`config.mk`:
```
export PLATFORM = sky130hd
export DESIGN_NAME = front_panel_button_navigator
export DESIGN_NICKNAME = d
export VERILOG_FILES = /design/src/nav_pkg.sv /design/src/button_debounce.sv /design/src/front_panel_button_navigator.sv
export SDC_FILE = /design/constraint.sdc
export NUM_CORES = 1
export LEC_CHECK = 0
export ABC_CLOCK_PERIOD_IN_PS = 3200
export BUFFER_PORTS_ARGS = -buffer_cell sky130_fd_sc_hd__buf_4
export CORE_MARGIN = 2
export CORE_UTILIZATION = 60
export DETAILED_ROUTE_END_ITERATION = 10
export PLACE_DENSITY = 0.79
export REMOVE_ABC_BUFFERS = 1
export SKIP_CTS_REPAIR_TIMING = 1
export SYNTH_ARGS = -nofsm -noshare
export SYNTH_HDL_FRONTEND = slang
export SYNTH_HIERARCHICAL = 1
export SYNTH_SLANG_ARGS = --single-unit
```
`constraint.sdc`:
```
create_clock -name clk_i -period 3.2 [get_ports clk_i]
set_input_delay 0.16 -clock clk_i [delete_from_list [all_inputs] [get_ports clk_i]]
set_output_delay 0.16 -clock clk_i [all_outputs]
set_load 0.05 [all_outputs]
```
`src/nav_pkg.sv`:
```
/*
  Shared constants and types for the front-panel button navigator.
  Assumes a single 125 MHz system clock; times here are in ms, except TICK_CYCLES, in clock cycles.
*/
package nav_pkg;

  // ----------------------------------------------------------------
  // Clock and time base
  // ----------------------------------------------------------------
  localparam int CLK_FREQ_HZ = 125_000_000;
  localparam int MS_PER_S    = 1000;
  localparam int TICK_CYCLES = CLK_FREQ_HZ / MS_PER_S;

  // ----------------------------------------------------------------
  // Press and refresh timing, in milliseconds
  // ----------------------------------------------------------------
  localparam int DEBOUNCE_MS      = 20;
  localparam int LONG_MIN_MS      = 1000;
  localparam int LONG_MAX_MS      = 2000;
  localparam int EXT_MIN_MS       = 5000;
  localparam int REFRESH_MS       = 1000;
  localparam int REFRESH_CLOCK_MS = 500;

  localparam int HOLD_W    = 13;
  localparam int REFRESH_W = 10;

  localparam logic [HOLD_W-1:0] HOLD_ZERO     = '0;
  localparam logic [HOLD_W-1:0] HOLD_LONG_MIN = HOLD_W'(LONG_MIN_MS);
  localparam logic [HOLD_W-1:0] HOLD_LONG_MAX = HOLD_W'(LONG_MAX_MS);
  localparam logic [HOLD_W-1:0] HOLD_EXT_MIN  = HOLD_W'(EXT_MIN_MS);
  localparam logic [HOLD_W-1:0] HOLD_ONE      = HOLD_W'(1);

  localparam logic [REFRESH_W-1:0] REFRESH_ZERO = '0;
  localparam logic [REFRESH_W-1:0] REFRESH_LAST =
    REFRESH_W'(REFRESH_MS - 1);
  localparam logic [REFRESH_W-1:0] REFRESH_CLOCK_LAST =
    REFRESH_W'(REFRESH_CLOCK_MS - 1);
  localparam logic [REFRESH_W-1:0] REFRESH_ONE = REFRESH_W'(1);

  // ----------------------------------------------------------------
  // Modes, press classes and action pulses
  // ----------------------------------------------------------------
  typedef enum logic [0:0] {
    MODE_DATA = 1'b0,
    MODE_PROG = 1'b1
  } mode_e;

  typedef enum logic [1:0] {
    PRESS_NONE  = 2'b00,
    PRESS_SHORT = 2'b01,
    PRESS_LONG  = 2'b10,
    PRESS_EXT   = 2'b11
  } press_e;

  typedef struct packed {
    logic page_next;
    logic view_next;
    logic page_home;
    logic enter_prog;
    logic shortcut;
    logic menu_step;
    logic digit_change;
    logic menu_move;
    logic menu_select;
    logic reset_cmd;
  } nav_action_s;

  localparam nav_action_s ACTION_NONE = '0;

endpackage

```
`src/button_debounce.sv`:
```
/*
  One push-button input: two-flop synchroniser then a debouncer.
  Assumes a one-cycle millisecond tick from the same clock domain.
*/
module button_debounce
  import nav_pkg::*;
#(
  parameter int DEBOUNCE_TICKS = DEBOUNCE_MS
)(
  input  wire logic clk_i,
  input  wire logic rst_b_i,
  input  wire logic tick_i,
  input  wire logic raw_i,
  output logic      level_o
);

  localparam int CNT_W = $clog2(DEBOUNCE_TICKS + 1);
  localparam logic [CNT_W-1:0] CNT_LAST = CNT_W'(DEBOUNCE_TICKS - 1);
  localparam logic [CNT_W-1:0] CNT_ONE  = CNT_W'(1);

  if (DEBOUNCE_TICKS < 1)
  begin
    $error("DEBOUNCE_TICKS must be at least 1");
  end

  typedef struct packed {
    logic             meta;
    logic             sync;
    logic             level;
    logic [CNT_W-1:0] cnt;
  } deb_state_s;

  deb_state_s state;
  deb_state_s next_state;

  // ----------------------------------------------------------------
  // Settle filter: level follows only after a stable run
  // ----------------------------------------------------------------
  always_comb
  begin
    next_state      = state;
    next_state.meta = raw_i;
    next_state.sync = state.meta;
    if (state.sync == state.level)
    begin
      next_state.cnt = '0;
    end
    else if (tick_i)
    begin
      if (state.cnt == CNT_LAST)
      begin
        next_state.level = state.sync;
        next_state.cnt   = '0;
      end
      else
      begin
        next_state.cnt = state.cnt + CNT_ONE;
      end
    end
  end

  // Released buttons read as zero after reset
  always_ff @(posedge clk_i)
  begin
    if (!rst_b_i)
    begin
      state <= '0;
    end
    else
    begin
      state <= next_state;
    end
  end

  assign level_o = state.level;

endmodule

```
`src/front_panel_button_navigator.sv`:
```
/*
  Front-panel navigator: two unlabelled buttons, press classing,
  mode-dependent action pulses and display refresh pacing.
  Assumes active-high button pins, asynchronous to clk_i, and a menu
  engine outside that reports numeric entry, reset items and exits.
*/

module front_panel_button_navigator
  import nav_pkg::*;
#(
  parameter int TICK_CYCLES_P  = TICK_CYCLES,
  parameter int DEBOUNCE_TICKS = DEBOUNCE_MS
)(
  input  wire logic  clk_i,
  input  wire logic  rst_b_i,
  input  wire logic  scroll_btn_i,
  input  wire logic  select_btn_i,
  input  wire logic  digit_entry_i,
  input  wire logic  reset_item_i,
  input  wire logic  shortcut_page_i,
  input  wire logic  clock_page_i,
  input  wire logic  exit_prog_i,
  output mode_e      mode_o,
  output press_e     press_class_o,
  output logic       press_valid_o,
  output nav_action_s action_o,
  output logic       refresh_o
);

  localparam int PRE_W = $clog2(TICK_CYCLES_P);
  localparam logic [PRE_W-1:0] PRE_LAST = PRE_W'(TICK_CYCLES_P - 1);
  localparam logic [PRE_W-1:0] PRE_ONE  = PRE_W'(1);

  if (TICK_CYCLES_P < 2)
  begin
    $error("TICK_CYCLES_P must be at least 2");
  end

  typedef struct packed {
    mode_e                mode;
    logic [PRE_W-1:0]     pre;
    logic [HOLD_W-1:0]    hold;
    logic [REFRESH_W-1:0] refresh_cnt;
    logic                 scroll_q;
    logic                 select_q;
    logic                 combo;
    logic                 consumed;
    press_e               press_class;
    logic                 press_valid;
    nav_action_s          action;
    logic                 refresh;
  } nav_state_s;

  nav_state_s state;
  nav_state_s next_state;

  logic tick;
  logic scroll_lvl;
  logic select_lvl;

  // Hold time in ms to press class; 2 to 5 s is no class
  function automatic press_e classify(input logic [HOLD_W-1:0] held);
    if (held < HOLD_LONG_MIN)
      classify = PRESS_SHORT;
    else if (held <= HOLD_LONG_MAX)
      classify = PRESS_LONG;
    else if (held >= HOLD_EXT_MIN)
      classify = PRESS_EXT;
    else
      classify = PRESS_NONE;
  endfunction

  // ----------------------------------------------------------------
  // Button conditioning
  // ----------------------------------------------------------------
  assign tick = (state.pre == PRE_LAST);

  button_debounce #(
    .DEBOUNCE_TICKS (DEBOUNCE_TICKS)
  ) u_scroll_deb (
    .clk_i   (clk_i),
    .rst_b_i (rst_b_i),
    .tick_i  (tick),
    .raw_i   (scroll_btn_i),
    .level_o (scroll_lvl)
  );

  button_debounce #(
    .DEBOUNCE_TICKS (DEBOUNCE_TICKS)
  ) u_select_deb (
    .clk_i   (clk_i),
    .rst_b_i (rst_b_i),
    .tick_i  (tick),
    .raw_i   (select_btn_i),
    .level_o (select_lvl)
  );

  // ----------------------------------------------------------------
  // Navigation decisions
  // ----------------------------------------------------------------
  always_comb
  begin
    logic scroll_rise;
    logic select_rise;
    logic select_fall;
    press_e cls;
    scroll_rise = scroll_lvl & ~state.scroll_q;
    select_rise = select_lvl & ~state.select_q;
    select_fall = ~select_lvl & state.select_q;
    cls         = classify(state.hold);

    next_state             = state;
    next_state.scroll_q    = scroll_lvl;
    next_state.select_q    = select_lvl;
    next_state.action      = ACTION_NONE;
    next_state.press_valid = 1'b0;
    next_state.refresh     = 1'b0;
    next_state.pre         = tick ? '0 : state.pre + PRE_ONE;

    // Hold timer saturates so a stuck button cannot wrap it
    if (select_rise)
    begin
      next_state.hold     = HOLD_ZERO;
      next_state.consumed = 1'b0;
    end
    else if (select_lvl && tick && state.hold != HOLD_EXT_MIN)
    begin
      next_state.hold = state.hold + HOLD_ONE;
    end

    // Both buttons down together marks a combined press
    if ((select_rise && scroll_lvl) || (scroll_rise && select_lvl))
    begin
      next_state.combo = 1'b1;
    end

    // Scroll fires on the press edge, not on release
    if (scroll_rise && !select_lvl)
    begin
      if (state.mode == MODE_DATA)
        next_state.action.page_next = 1'b1;
      else if (digit_entry_i)
        next_state.action.digit_change = 1'b1;
      else
        next_state.action.menu_step = 1'b1;
    end

    // Extended hold acts the moment 5 s is reached; a fresh press
    // must not inherit a stale count left by the previous release
    if (select_lvl && state.select_q && tick && !state.consumed &&
        state.hold == HOLD_EXT_MIN - HOLD_ONE)
    begin
      next_state.consumed    = 1'b1;
      next_state.press_class = PRESS_EXT;
      if (state.mode == MODE_DATA)
      begin
        if (state.combo)
        begin
          if (shortcut_page_i)
          begin
            next_state.action.shortcut = 1'b1;
            next_state.mode = MODE_PROG;
          end
        end
        else
        begin
          next_state.action.enter_prog = 1'b1;
          next_state.mode = MODE_PROG;
        end
      end
    end

    // Select decides on release, by how long it was held
    if (select_fall && !state.consumed)
    begin
      next_state.press_class = cls;
      next_state.press_valid = 1'b1;
      if (state.combo)
      begin
        if (state.mode == MODE_DATA && cls == PRESS_SHORT)
          next_state.action.page_home = 1'b1;
      end
      else if (state.mode == MODE_DATA)
      begin
        if (cls == PRESS_SHORT)
          next_state.action.view_next = 1'b1;
      end
      else if (cls == PRESS_SHORT)
      begin
        next_state.action.menu_move = 1'b1;
      end
      else
      begin
        next_state.action.menu_select = 1'b1;
        next_state.action.reset_cmd = reset_item_i;
      end
    end

    if (!select_lvl && !scroll_lvl)
    begin
      next_state.combo = 1'b0;
    end

    // Menu engine hands control back to data viewing
    if (exit_prog_i && state.mode == MODE_PROG)
    begin
      next_state.mode = MODE_DATA;
    end

    // Refresh pacing; clock page runs at double rate
    if (tick)
    begin
      if (state.refresh_cnt >=
          (clock_page_i ? REFRESH_CLOCK_LAST : REFRESH_LAST))
      begin
        next_state.refresh_cnt = REFRESH_ZERO;
        next_state.refresh     = 1'b1;
      end
      else
      begin
        next_state.refresh_cnt = state.refresh_cnt + REFRESH_ONE;
      end
    end
  end

  // ----------------------------------------------------------------
  // State register
  // ----------------------------------------------------------------
  always_ff @(posedge clk_i)
  begin
    if (!rst_b_i)
    begin
      state             <= '0;
      state.mode        <= MODE_DATA;
      state.press_class <= PRESS_NONE;
      state.action      <= ACTION_NONE;
    end
    else
    begin
      state <= next_state;
    end
  end

  assign mode_o        = state.mode;
  assign press_class_o = state.press_class;
  assign press_valid_o = state.press_valid;
  assign action_o      = state.action;
  assign refresh_o     = state.refresh;

endmodule

```
==> impl.org <==
** Synthesis
- Synthesis inferred 75 register bits.
- Part of the Yosys area used for sequential elements :: 42.6%
- During synthesis, Yosys emitted a total of 6 warnings.
- In this run, synthesis inferred 0 flip-flops with an integrated enable.
- The synthesized netlist occupies a cell area of 0.00352 mm².
- For this run, the leading register cell type out of synthesis is sky130_fd_sc_hd__dfxtp_1.
- By area, the combinational part of the netlist is dominated by simple AND/OR/NAND/NOR gates.
- Of the post-synthesis cell area, the part taken by muxes is 0.852%.
- Mean post-synth cell area :: 9.06 µm²
- Summing the areas of all compound-gate instances in the mapped netlist gives 9.16% of the synthesized area.
- Summing the areas of all and, or, nand and nor instances in the mapped netlist gives 30.6% of the synthesized area.
- Synthesis handed over a netlist of 389 instances.
- Number of different library cells in the post-synthesis netlist :: 53
- Xor/xnor cell area share of the yosys netlist :: 8.70%
- After synthesis, the share of flip-flops with an asynchronous set or reset is 0%.
- Adder-cell share of the synthesized area :: 3.20%

** Clock network
- Cell chosen for the clock root :: sky130_fd_sc_hd__clkbuf_8
- Clock-pin slew was measured on the worst setup and hold paths at 0.08 ns.
- TritonCTS built the clock tree.
- Clock H-tree levels :: 3
- Sinks on Clock Net :: 75
- Worst-skew pair later-pin latency :: 0.35 ns
- Total CTS buffers :: 9
- In this run the deepest clock path goes through 2 buffers.

** Pwr
- The clock network is responsible for 44.5% of the overall power.
- The worst-case IR drop observed on VDD is 0.370 mV.
- Of the total power, combinational logic draws 2.3%.
- Of the total power, the share spent switching nets is 21.5%.
- Switching power :: 381 µW
- For this design the static power due to leakage is 1.44 nW.
- Relative contribution of sequential cells to total power :: 53.2%
- Power density over cell area :: 455 mW/mm²
- Internal Pwr Total :: 1.39 mW
- Power comes to 1.77 mW.

** Cells and area
- Area grow syn2layout :: 10.5%
- Once layout is complete, the utilization of the core stands at 69.8%.
- The post-route netlist has 13.7% of its cells at a drive strength greater than 1.
- The repair_antennas step left the layout with diodes totalling 0.
- Leaving out filler cells and counting taps, the final layout contains 481.
- Layout net count :: 422
- Number of fillers in the final layout :: 448

** Routing
- Via count :: 2787
- The detail route stage leaves a number of antenna-violating nets equal to 0.
- Routed wire per std cell :: 14.4 µm
- After detailed routing, the total wire length is 6940 µm.
- Iteration count of the initial detailed-routing pass :: 4
- After detailed routing, the number of remaining DRC violations is 0.
- After detailed routing, the number of vias per cell comes to 5.79.
- The detailed router finished its first iteration with 153 violations.

** Placement
- Detailed placement ended at an HPWL of 4870 µm.
- The count of buffers added on input and output ports is 23.
- Once placement completed, the tool counted placed cells totaling 464.
- At the end of routability-driven placement, the weighted congestion stood at 0.907.

** Worst setup path
- Broken down by cell family, the worst path's largest delay share belongs to simple AND/OR/NAND/NOR gates.
- Setup crit start :: state[41]
- Counting buffers and inverters, the worst setup path is 7 cells deep.
- Worst Path Required :: 3.44 ns
- STA classifies the critical path endpoint as a flip-flop.
- Worst Setup Path Type :: reg2reg
- The worst register-to-register path has a depth of 7.
- Traced cell by cell, the critical path runs through ha_1 -> nor4b_4 -> nand4_1 -> nor2_1 -> nand2_2 -> o311ai_2 -> nor2_1.
- Crit path largest cell delay :: 0.46 ns
- CP Data Arrival Time :: 2.56 ns
- Crit path launch type :: flip-flop
- By instance count, the cell type seen most on the critical path is sky130_fd_sc_hd__nor2_1.
- Worst reg2reg path startpoint :: state[41]
- Highest fanout seen on the critical path :: 6
- The largest individual stage delay along the critical path comes from the cell sky130_fd_sc_hd__nor2_1.
- Worst Path Buf+Inv :: 0

** Timing
- Actual slew at the worst max-slew pin :: 0.750 ns
- Setup violators final :: 0
- In the finished design, the share of the clock period the worst path needs comes to 72.6%.
- Setup total negative slack on the finished layout was measured at 0 ns.
- The routed design could run at a clock period as short as 2.32 ns.
- The final hold violation count came to 0.
- The tightest hold path in the finished design has a slack of 0.00885 ns.
- Headroom to the max-slew limit came out at 49.6%.
- Pins over their slew limit :: 0
- Across the routed clock network, the largest skew measured is 0.0100 ns.
- Top achievable clock speed :: 431 MHz
- Setup repair after global routing left no endpoint under its margin.

** GRT
- The initial antenna violation count is 0.
- Largest net degree at the start of global routing :: 23
- Global routing used 23.1% of the available tracks.
- GRT overflow :: 0
- The via count of the first global-routing pass is 2582.
- Wire length of the first global-routing pass :: 11500 µm

** Die
- In this run the horizontal extent of the chip is 80.6 µm.
- Die Height :: 80.6 µm
- Full die area :: 0.00650 mm²
- Placement Rows :: 27
- For this configuration, the core starts out at a cell density of 63.2%.
- Placeable Area :: 0.00557 mm²
- Pin placement for this block handled 24 I/O pins.

** Worst hold path
- In this run the worst hold path is classified as in2reg.
- Counting instances, the worst hold path has a depth of 2.
- In this run the most critical hold path is launched from reset_item_i.

** Flow run
- Max Cap Viol :: 0

** Run status
- The run finished with clean final reports.
-- layout by cell type (no fill, tap or decap), types with 3 or more instances in the layout --
cell	n
sky130_fd_sc_hd__o21ai_0	5
sky130_fd_sc_hd__a21oi_1	13
sky130_fd_sc_hd__nor2b_1	7
sky130_fd_sc_hd__nand2_2	3
sky130_fd_sc_hd__nand2_1	32
sky130_fd_sc_hd__buf_4	25
sky130_fd_sc_hd__inv_1	10
sky130_fd_sc_hd__clkbuf_8	9
sky130_fd_sc_hd__nor4_1	9
sky130_fd_sc_hd__mux2i_1	3
sky130_fd_sc_hd__nor2_1	54
sky130_fd_sc_hd__and4_1	4
sky130_fd_sc_hd__xnor2_1	20
sky130_fd_sc_hd__nor4b_1	3
sky130_fd_sc_hd__or3_1	3
sky130_fd_sc_hd__nand3_1	17
sky130_fd_sc_hd__clkinvlp_4	3
sky130_fd_sc_hd__ha_1	9
sky130_fd_sc_hd__nand4_1	13
sky130_fd_sc_hd__xor2_1	15
sky130_fd_sc_hd__and2_1	7
sky130_fd_sc_hd__and3_1	9
sky130_fd_sc_hd__nor3_1	6
sky130_fd_sc_hd__nand4b_1	3
sky130_fd_sc_hd__dfxtp_1	75
sky130_fd_sc_hd__o41ai_1	5
sky130_fd_sc_hd__nand3b_1	4
sky130_fd_sc_hd__o31ai_1	4
-- power by group through the flow --
stage / registers, mW / logic [mW] / clock network (mW)
after floorplan: 0.964 / 0.0199 / 0
after global placement: 0.965 / 0.0379 / 0
after detailed placement: 0.965 / 0.0394 / 0
after CTS: 0.943 / 0.0397 / 0.803
after global routing: 0.944 / 0.0441 / 0.843
final: 0.943 / 0.0400 / 0.788
-- cells in the mapped netlist (all sizes together) (2+ instances only) --
cell    count  area [µm²]
a21bo       2        20.0
a21o        2        15.0
a21oi      13        65.1
a31oi       2        12.5
and2        7        43.8
and3        9        56.3
and4        4        35.0
buf        16         113
clkbuf      6        22.5
dfxtp      75        1500
ha          9         113
inv        10        37.5
mux2i       3        30.0
nand2      35         139
nand2b      3        33.8
nand3      18        95.1
nand3b      4        30.0
nand4      14         103
nand4b      3        26.3
nor2       54         203
nor2b       7        43.8
nor3        6        30.0
nor4       10        77.6
nor4b       5        73.8
o21ai       8        43.8
o311ai      4        50.1
o31ai       4        30.0
o41ai       5        43.8
or3         3        18.8
or4         2        15.0
xnor2      20         175
xor2       15         131
-- final timing paths --
path	end	slack, ns
worst min-delay path	action_o[0]	0.009
worst max-delay path	u_select_deb/state[3]	0.88
worst min register to register	u_scroll_deb/state[6]	0.44
worst max register to register	u_select_deb/state[3]	0.88
-- cells by family (layout without fill, tap and decap cells) --
| group | Yosys count | in the layout |
|---|---|---|
| xor+xnor | 35 | 35 |
| flops | 75 | 75 |
| fa+ha+maj | 9 | 9 |
| compound gates | 45 | 45 |
| mux | 3 | 3 |
| buf+inv | 32 | 52 |
| simple gates | 190 | 190 |
-- stage by stage --
stage	cell area (µm²)	setup slack, ns
6_report	3890	0.878
5_1_grt	3890	0.635
4_1_cts	3880	0.895
3_5_place_dp	3670	0.880
3_3_place_gp	3670	1.03
2_1_floorplan	3390	0.938
-- flip-flops by register name, summed over array words and instances (netlist names), 2 cells and up --
name and count:
state 44, action_o 10, u_scroll_deb/state 6, u_select_deb/state 6
press_class_o 2
-- worst reg2reg max path: cells and delay by family (launching register included) --
family                   cells  cell delay (ns)
AO/OA/AOI/OAI                1             0.35
adder cells (fa/ha/maj)      1             0.26
flip-flops                   1             0.37
AND/OR/NAND/NOR              5             1.25
-- final cells by class --
cell class	instances	area, µm²	share of cell area (%)
timing repair buffer	26	198	5.08
clock buffer	9	124	3.18
tap	72	90.1	2.31
multi-input combinational	282	1850	47.5
sequential	75	1500	38.6
clock inverter	7	92.6	2.38
inverter	10	37.5	0.964
-- per-layer routing --
layer | up-vias | GRT usage (%) | wire length [µm] | part of all wire (%)
met5 | - | 0 | 0 | 0
met4 | 0 | 11.9 | 122 | 1.8
met3 | 12 | 6.40 | 329 | 4.7
met2 | 72 | 38.8 | 3380 | 49
met1 | 1314 | 26.9 | 3110 | 45
li1 | 1389 | - | - | -
(Power assumes the default switching activity.)
